--- config.mk ---
export PLATFORM = sky130hd
export DESIGN_NAME = lfp_prog
export DESIGN_NICKNAME = d
export VERILOG_FILES = /design/src/hw/lfp_prog.v /design/src/hw/lfp_sync2.v /design/src/hw/lfp_timer.v
export VERILOG_INCLUDE_DIRS = /design/src /design/src/hw
export SDC_FILE = /design/constraint.sdc
export NUM_CORES = 1
export LEC_CHECK = 0
export BUFFER_PORTS_ARGS = -buffer_cell sky130_fd_sc_hd__buf_2
export CORE_AREA = 3 3 152 154
export CTS_CLUSTER_SIZE = 20
export DETAILED_ROUTE_END_ITERATION = 10
export DIE_AREA = 0 0 155 157
export PLACE_DENSITY = 0.54
export REMOVE_ABC_BUFFERS = 1
export SYNTH_ARGS = -nofsm -noshare
export SYNTH_HDL_FRONTEND = slang
export SYNTH_HIERARCHICAL = 1
export SYNTH_SLANG_ARGS = --single-unit
--- constraint.sdc ---
create_clock -name i_clk_sys -period 10.4 [get_ports i_clk_sys]
set_clock_uncertainty 0.05 [all_clocks]
set_input_delay 1.56 -clock i_clk_sys [delete_from_list [all_inputs] [get_ports i_clk_sys]]
set_output_delay 1.56 -clock i_clk_sys [all_outputs]
set_load 0.02 [all_outputs]
--- src/hw/lfp_defs.vh ---
// Constants for the logic array fuse programmer: pin codes, timing, counts.
// Assumes a 50 MHz system clock and external level shifters driven by the
// level-select codes below.
// Functional notes
// - Polarity first, one output per pass
// - Active-low: supply off, output high 1 ms
// - One input, one term at a time
// - Term code on outputs 0-5, chip off
// - High fuses complement, low fuses true
// - Fuse: enable up, select pulse, enable down
// - Restore input; walk inputs, terms; release
// - Verify input link: sense high and low
// - Sum: supply elevated, term on inputs 0-5
// - One output per term in sum
// - Exclude term: fuse output; include: skip
`ifndef LFP_DEFS_VH
`define LFP_DEFS_VH
// ----------------------------------------------------------------------
// Array shape
// ----------------------------------------------------------------------
`define LFP_N_IN 16
`define LFP_N_OUT 8
`define LFP_N_TERM 48
`define LFP_LAST_TERM 6'h2F
// ----------------------------------------------------------------------
// Operation codes on i_op
// ----------------------------------------------------------------------
`define LFP_OP_POL 3'h0
`define LFP_OP_POLV 3'h1
`define LFP_OP_PROD 3'h2
`define LFP_OP_PRODV 3'h3
`define LFP_OP_SUM 3'h4
`define LFP_OP_SUMV 3'h5
// ----------------------------------------------------------------------
// Supply level codes on o_vcc_sel
// ----------------------------------------------------------------------
`define LFP_VCC_OFF 2'h0
`define LFP_VCC_NOM 2'h1
`define LFP_VCC_HI 2'h2
// ----------------------------------------------------------------------
// Timing
// ----------------------------------------------------------------------
`define LFP_CLK_MHZ 50
`define LFP_STEP_US 10
`define LFP_PULSE_US 1000
// Counts are sized so they meet the 16-bit timer with no truncation
`define LFP_STEP_CYC 16'h01F4
`define LFP_PULSE_CYC 16'hC350
`define LFP_TMR_LAT 16'h0002
`define LFP_CNT_W 16
`endif

--- src/hw/lfp_prog.v ---
// Fuse programmer sequencer for a 16x48x8 logic array.
// Assumes external shifters turn the level outputs into fusing voltages,
// and that the sensed outputs come back as plain logic levels.
`timescale 1ns/1ps
`default_nettype none
`include "lfp_defs.vh"
module lfp_prog
(
   input wire i_clk_sys,
   input wire i_arst_n,
   // Command
   input wire i_start,
   input wire [2:0] i_op,
   input wire [5:0] i_term,
   input wire [3:0] i_in_sel,
   input wire [2:0] i_out_sel,
   input wire [1:0] i_lit,
   input wire i_exclude,
   output reg o_busy,
   output reg o_done,
   output reg o_err,
   output reg [7:0] o_result,
   // Device pins
   output reg [1:0] o_vcc_sel,
   output reg o_fuse_voltage_pin,
   output reg o_cs_n,
   output reg o_cs_hv,
   output reg [15:0] o_logic_input,
   output reg [15:0] o_in_dis,
   output reg [7:0] o_out_drv,
   output reg [7:0] o_out_oe_n,
   output reg [7:0] o_out_hv,
   input wire [7:0] i_out_pin
);
   // ---------------------------------------------------------------
   // Reset release and pin synchronisation
   // ---------------------------------------------------------------
   reg rst_m_q;
   reg rst_q;
   wire rst_n = rst_q;
   wire [7:0] sense;
   always @(posedge i_clk_sys or negedge i_arst_n)
   begin
      if (!i_arst_n)
      begin
         rst_m_q <= 1'b0;
         rst_q <= 1'b0;
      end
      else
      begin
         rst_m_q <= 1'b1;
         rst_q <= rst_m_q;
      end
   end
   lfp_sync2 #(.W(8)) u_sync
   (
      .i_clk(i_clk_sys),
      .i_rst_n(rst_n),
      .i_d(i_out_pin),
      .o_q(sense)
   );
   // ---------------------------------------------------------------
   // States and wait timer
   // ---------------------------------------------------------------
   localparam S_IDLE = 4'h0;
   localparam S_SETUP = 4'h1;
   localparam S_POLHV = 4'h2;
   localparam S_FEUP = 4'h3;
   localparam S_CSHV = 4'h4;
   localparam S_FEDN = 4'h5;
   localparam S_REST = 4'h6;
   localparam S_SENSE = 4'h7;
   localparam S_SENSE2 = 4'h8;
   localparam S_END = 4'h9;
   reg [3:0] st_q;
   reg [1:0] pass_q;
   reg pol_done_q;
   reg tload;
   reg [`LFP_CNT_W-1:0] tcount;
   wire tdone;
   lfp_timer u_tmr
   (
      .i_clk(i_clk_sys),
      .i_rst_n(rst_n),
      .i_load(tload),
      .i_count(tcount),
      .o_done(tdone)
   );
   // Literal: 01 fuse complement, 10 fuse true, 00 fuse both, 11 complement only
   wire fuse_comp = (i_lit != 2'b10);
   wire fuse_true = ~i_lit[0];
   wire is_prog = (i_op == `LFP_OP_POL) | (i_op == `LFP_OP_PROD) |
      (i_op == `LFP_OP_SUM);
   // ---------------------------------------------------------------
   // Sequencer: at most one fuse or one verify per command, two fuses for a product with both links
   // ---------------------------------------------------------------
   always @(posedge i_clk_sys or negedge rst_n)
   begin
      if (!rst_n)
      begin
         st_q <= S_IDLE;
         pass_q <= 2'h0;
         pol_done_q <= 1'b0;
         tload <= 1'b0;
         tcount <= {`LFP_CNT_W{1'b0}};
         o_busy <= 1'b0;
         o_done <= 1'b0;
         o_err <= 1'b0;
         o_result <= 8'h00;
         o_vcc_sel <= `LFP_VCC_OFF;
         o_fuse_voltage_pin <= 1'b0;
         o_cs_n <= 1'b1;
         o_cs_hv <= 1'b0;
         o_logic_input <= 16'h0000;
         o_in_dis <= 16'h0000;
         o_out_drv <= 8'h00;
         o_out_oe_n <= 8'hFF;
         o_out_hv <= 8'h00;
      end
      else
      begin
         tload <= 1'b0;
         o_done <= 1'b0;
         case (st_q)
            S_IDLE:
            begin
               if (i_start)
               begin
                  o_err <= 1'b0;
                  // Polarity must precede any matrix fusing
                  if (((i_op == `LFP_OP_PROD) | (i_op == `LFP_OP_SUM)) & ~pol_done_q)
                  begin
                     o_err <= 1'b1;
                     o_done <= 1'b1;
                  end
                  else if (i_term > `LFP_LAST_TERM || i_op > `LFP_OP_SUMV)
                  begin
                     o_err <= 1'b1;
                     o_done <= 1'b1;
                  end
                  else
                  begin
                     o_busy <= 1'b1;
                     pass_q <= 2'h0;
                     st_q <= S_SETUP;
                     tload <= 1'b1;
                     tcount <= `LFP_STEP_CYC;
                     case (i_op)
                        `LFP_OP_POL:
                        begin
                           o_vcc_sel <= `LFP_VCC_OFF;
                        end
                        `LFP_OP_POLV:
                        begin
                           o_vcc_sel <= `LFP_VCC_NOM;
                           o_cs_n <= 1'b0;
                           o_in_dis <= 16'hFFFF;
                        end
                        `LFP_OP_PROD, `LFP_OP_PRODV:
                        begin
                           o_vcc_sel <= `LFP_VCC_NOM;
                           // Select stays high; verify lifts it to high voltage
                           o_cs_n <= 1'b1;
                           o_cs_hv <= (i_op == `LFP_OP_PRODV);
                           o_in_dis <= 16'hFFFF;
                           o_out_drv <= {2'b00, i_term};
                           o_out_oe_n <= 8'hC0;
                        end
                        default:
                        begin
                           o_vcc_sel <= `LFP_VCC_HI;
                           o_cs_n <= (i_op == `LFP_OP_SUM);
                           o_logic_input <= {10'h000, i_term};
                        end
                     endcase
                  end
               end
            end
            S_SETUP:
            begin
               if (tdone)
               begin
                  tload <= 1'b1;
                  tcount <= `LFP_STEP_CYC;
                  case (i_op)
                     `LFP_OP_POL:
                     begin
                        o_out_hv[i_out_sel] <= 1'b1;
                        tcount <= `LFP_PULSE_CYC;
                        st_q <= S_POLHV;
                     end
                     `LFP_OP_PROD:
                     begin
                        // Pass 0 fuses the complement link, pass 1 the true link
                        if (pass_q == 2'h0 && fuse_comp)
                        begin
                           o_in_dis[i_in_sel] <= 1'b0;
                           o_logic_input[i_in_sel] <= 1'b1;
                           st_q <= S_FEUP;
                        end
                        else if (pass_q != 2'h2 && fuse_true)
                        begin
                           pass_q <= 2'h1;
                           o_in_dis[i_in_sel] <= 1'b0;
                           o_logic_input[i_in_sel] <= 1'b0;
                           st_q <= S_FEUP;
                        end
                        else
                           st_q <= S_END;
                     end
                     `LFP_OP_SUM:
                     begin
                        if (i_exclude)
                        begin
                           o_out_hv[i_out_sel] <= 1'b1;
                           st_q <= S_FEUP;
                        end
                        else
                           st_q <= S_END;
                     end
                     `LFP_OP_PRODV:
                     begin
                        o_in_dis[i_in_sel] <= 1'b0;
                        o_logic_input[i_in_sel] <= 1'b1;
                        st_q <= S_SENSE;
                     end
                     default:
                        st_q <= S_SENSE;
                  endcase
               end
            end
            S_POLHV:
            begin
               if (tdone)
               begin
                  o_out_hv <= 8'h00;
                  pol_done_q <= 1'b1;
                  st_q <= S_END;
               end
            end
            S_FEUP:
            begin
               if (tdone)
               begin
                  o_fuse_voltage_pin <= 1'b1;
                  tload <= 1'b1;
                  tcount <= `LFP_STEP_CYC;
                  st_q <= S_CSHV;
               end
            end
            S_CSHV:
            begin
               if (tdone && !o_cs_hv)
               begin
                  o_cs_hv <= 1'b1;
                  tload <= 1'b1;
                  tcount <= `LFP_PULSE_CYC;
               end
               else if (tdone)
               begin
                  o_cs_hv <= 1'b0;
                  tload <= 1'b1;
                  tcount <= `LFP_STEP_CYC;
                  st_q <= S_FEDN;
               end
            end
            S_FEDN:
            begin
               if (tdone)
               begin
                  o_fuse_voltage_pin <= 1'b0;
                  tload <= 1'b1;
                  tcount <= `LFP_STEP_CYC;
                  st_q <= S_REST;
               end
            end
            S_REST:
            begin
               if (tdone)
               begin
                  o_in_dis[i_in_sel] <= (i_op == `LFP_OP_PROD);
                  o_out_hv <= 8'h00;
                  if (i_op == `LFP_OP_PROD && pass_q == 2'h0 && fuse_true)
                  begin
                     pass_q <= 2'h1;
                     tload <= 1'b1;
                     tcount <= `LFP_STEP_CYC;
                     st_q <= S_SETUP;
                  end
                  else
                  begin
                     pass_q <= 2'h2;
                     st_q <= S_END;
                  end
               end
            end
            S_SENSE:
            begin
               if (tdone)
               begin
                  if (i_op == `LFP_OP_PRODV)
                  begin
                     o_result[1] <= sense[7];
                     o_logic_input[i_in_sel] <= 1'b0;
                     tload <= 1'b1;
                     tcount <= `LFP_STEP_CYC;
                     st_q <= S_SENSE2;
                  end
                  else
                  begin
                     o_result <= sense;
                     st_q <= S_END;
                  end
               end
            end
            S_SENSE2:
            begin
               if (tdone)
               begin
                  o_result[0] <= sense[7];
                  st_q <= S_END;
               end
            end
            S_END:
            begin
               // Release every pin to its idle level
               o_busy <= 1'b0;
               o_done <= 1'b1;
               o_vcc_sel <= `LFP_VCC_OFF;
               o_fuse_voltage_pin <= 1'b0;
               o_cs_n <= 1'b1;
               o_cs_hv <= 1'b0;
               o_logic_input <= 16'h0000;
               o_in_dis <= 16'h0000;
               o_out_drv <= 8'h00;
               o_out_oe_n <= 8'hFF;
               o_out_hv <= 8'h00;
               st_q <= S_IDLE;
            end
            default:
               st_q <= S_IDLE;
         endcase
      end
   end
endmodule // lfp_prog
`default_nettype wire

--- src/hw/lfp_sync2.v ---
// Two-stage synchroniser for pin inputs.
// Assumes destination clock i_clk; input may change at any time.
`timescale 1ns/1ps
`default_nettype none
module lfp_sync2 #(parameter W = 1)
(
   input wire i_clk,
   input wire i_rst_n,
   input wire [W-1:0] i_d,
   output wire [W-1:0] o_q
);
   reg [W-1:0] meta_q;
   reg [W-1:0] sync_q;
   // First stage feeds only the second
   always @(posedge i_clk or negedge i_rst_n)
   begin
      if (!i_rst_n)
      begin
         meta_q <= {W{1'b0}};
         sync_q <= {W{1'b0}};
      end
      else
      begin
         meta_q <= i_d;
         sync_q <= meta_q;
      end
   end
   assign o_q = sync_q;
endmodule // lfp_sync2
`default_nettype wire

--- src/hw/lfp_timer.v ---
// Wait timer: load a cycle count, pulses done when it runs out.
// Assumes i_load is a one-cycle pulse from the sequencer, and that the
// sequencer reacts to o_done on the next edge.
`timescale 1ns/1ps
`default_nettype none
`include "lfp_defs.vh"
module lfp_timer
(
   input wire i_clk,
   input wire i_rst_n,
   input wire i_load,
   input wire [`LFP_CNT_W-1:0] i_count,
   output wire o_done
);
   reg [`LFP_CNT_W-1:0] cnt_q;
   reg run_q;
   reg done_q;
   // Down counter; a load during a run restarts it
   always @(posedge i_clk or negedge i_rst_n)
   begin
      if (!i_rst_n)
      begin
         cnt_q <= {`LFP_CNT_W{1'b0}};
         run_q <= 1'b0;
         done_q <= 1'b0;
      end
      else
      begin
         done_q <= 1'b0;
         if (i_load)
         begin
            // Load and done registers add two cycles; take them off so waits are exact
            cnt_q <= i_count - `LFP_TMR_LAT;
            run_q <= 1'b1;
         end
         else if (run_q)
         begin
            if (cnt_q <= 16'h0001)
            begin
               run_q <= 1'b0;
               done_q <= 1'b1;
            end
            else
               cnt_q <= cnt_q - 16'h0001;
         end
      end
   end
   assign o_done = done_q;
endmodule // lfp_timer
`default_nettype wire
==> run_results.csv <==
group,metric,value,unit
synthesis,synthCells,705,
placed_design,place_congestion,0.8224,
placed_design,dp_worst_setup_slack,6.412,ns
flow_run,drv_cap,0,
sta,worst_slack,6.815,ns
grt,use_met3,0.03244,
sta,rsz0062_at_grt,"false",
sta,fin_crit_sh,0.3447,
sta,setup_viol,0,
synthesis,async_reset_ff_frac,1.000,
cts,clockBufferDepth,2,
pwr,p_per_area,287.6,nW/um^2
synthesis,syn_area,6507,sq um
critical_path,arrival,3.89,ns
detailed_routing,wire_per_inst,16.26,um
critical_path,critical_path_class,"input pin to register",
cts,path_clk_slew,0.06,ns
synthesis,synthTopCellsByArea,"dfrtp_1 (47%), o21ai_0 (4.5%), nand2_1 (3.5%), a21o_1 (3.0%), nor2_1 (3.0%)",
pwr,leakagePower,3.538,nW
floorplan,start_util,0.2982,
cts,insertion_delay,0.43,ns
worst_hold_path,min_path_type,"register to register",
grt,use_met1,0.2180,
detailed_routing,vias,5432,
floorplan,io-pin-count,102,
placed_design,hpwl,11.75,mm
critical_path,cp.required,10.70,ns
grt,grt_usage,0.1491,
cts,cts-resized-gates,0,
status,status,"finished clean",
cts,cts_root_buffer,"clkbuf_16",
layout,final_common_cell,"dfrtp_1",
grt,grt_pass1_wl,29.46,mm
cts,cts_buffers,17,
synthesis,ys_warn_count,6,
synthesis,synth-seq-area-share,0.4734,
layout,drive_gt1_frac,0.2092,
detailed_routing,routed_wl,17.31,mm
sta,tightest_slew,1.152,ns
detailed_routing,routed_via_density,5.105,
sta,final-hold-violation-count,0,
detailed_routing,final_antenna_net_count,0,
synthesis,yosysTopAreaCellShare,0.4653,
sta,period_needed,3.585,ns
synthesis,synth_flop_cell,"dfrtp_1",
layout,fin_util,0.3506,
detailed_routing,firstDrtPassIters,6,
synthesis,synth_seq_cells,123,
floorplan,row_count,54,
critical_path,r2r_start,"st_q[1]",
worst_hold_path,hold_start,"u_sync/meta_q[7]",
floorplan,fp.dieH,157,um
cts,postCtsSetupBuffers,0,
pwr,peakVddDrop,122.9,uV
cts,cts_sinks,123,
cts,ctsHoldBuffers,0,
grt,antenna_found_initial,0,
synthesis,synth_edf_count,0,
synthesis,syn_avg_cell_area,9.230,sq um
grt,grt-busiest-layer,"met2",
sta,finalMaxSlewViolations,0,
sta,slew_headroom,0.2220,
cts,htreeDepth,4,
layout,mostFrequentLayoutCells,"dfrtp_1 (120), buf_2 (97), nand2_1 (60)",
detailed_routing,drt-initial-drc-count,432,
critical_path,cp-end-kind,"register",
sta,fmax,278.9,MHz
critical_path,cp-start-kind,"input pin",
critical_path,crit_path_start,"i_op[2]",
floorplan,die_area,24340,sq um
detailed_routing,drc,0,
placed_design,port_buffers,97,
grt,grt_remaining_overflow,0,
grt,grt_max_degree,70,
placed_design,numPlacedInstances,1032,
grt,grt_pass1_vias,5339,
cts,cts_tree,"built",
layout,finalNonFillerCells,1064,
sta,fin_setup_tns,0,ns
grt,met2_usage,0.2214,
floorplan,die_x,155,um
synthesis,yosysTopAreaCell,"dfrtp_1",
critical_path,path_max_fanout,17,
layout,syn_to_final_growth,17.57,%
synthesis,synth_cell_types,77,
layout,final_net_count,804,
layout,antenna-diode-count,0,
floorplan,core,21820,sq um
[final timing paths]
path,end,slack [ns],depth (start not counted)
worst min register to register,u_sync/o_q[7],0.30,0
worst max-delay path,o_in_dis[5],6.81,6
min in group asynchronous,u_tmr/cnt_q[6],0.43,0
worst min-delay path,u_sync/o_q[7],0.30,0
max in group asynchronous,o_logic_input[7],8.59,1
worst max register to register,o_in_dis[5],7.44,5
[logic make-up after synthesis]
kind of cell,Yosys count,synth area share
xor gates and xnor gates,13,0.01750
AOI/OAI and AO/OA,220,0.2225
buffers and inverters,96,0.06960
DFF,123,0.4734
adders and majority gates,3,0.005769
other,2,0.001154
and+or+nand+nor,236,0.1900
muxes,12,0.02019
[worst max-delay path: stages]
cell and delay [ns]:
buf_2 0.19, a22oi_1 0.31, o311ai_1 0.27, a22oi_2 0.69, and2_1 0.66, a21o_1 0.19
[metrics by stage]
| stage | hold WS (ns) | area [sq um] | power, mW |
|---|---|---|---|
| 5_1_grt | 0.3068 | 7651 | 2.365 |
| 3_5_place_dp | 0.2847 | 7078 | 1.626 |
| 6_report | 0.2974 | 7651 | 2.201 |
| 2_1_floorplan | 0.2812 | 6216 | 1.341 |
| 3_3_place_gp | 0.2825 | 7078 | 1.621 |
| 4_1_cts | 0.2988 | 7651 | 2.224 |
[power breakdown]
part | switching [mW] | internal (mW) | leakage (nW)
registers | 0.149 | 0.615 | 1.55
logic | 0.540 | 0.311 | 1.72
clock network | 0.245 | 0.340 | 0.272
[Yosys cell counts, drive strengths merged (11+ instances only)]
cell and number:
nand2 60, nor2 52, o31ai 13, and2 15, nand2b 11, dfrtp 121
nor4 12, o21ai 73, a31oi 17, a21oi 31, buf 27, clkbuf 28
nor2b 16, inv 40, nand3 24, a21o 26
[metal layers]
metal  wire [um]  up-vias
met4         190        0
met1        8546     2643
li1            -     2631
met2        7815      143
met5           0        -
met3         753       15
[layout make-up]
cell class,count,area [sq um]
Fill cell,2278,14170
Sequential cell,123,3084
Multi-Input combinational cell,489,2985
Timing Repair Buffer,100,508.0
Clock buffer,18,439.2
Tap cell,280,350.3
Inverter,40,150.1
Clock inverter,14,133.9
[state kept, by name, indices dropped and copies added, names as in the netlist, 2 cells and up]
name           cells
o_out_hv           8
u_tmr/cnt_q       16
u_sync/meta_q      8
st_q               4
o_result           8
u_sync/o_q         8
o_out_drv          6
o_logic_input     16
o_vcc_sel          2
pass_q             2
o_in_dis          16
tcount            16
Note: power is estimated with default switching activity, not from simulation.
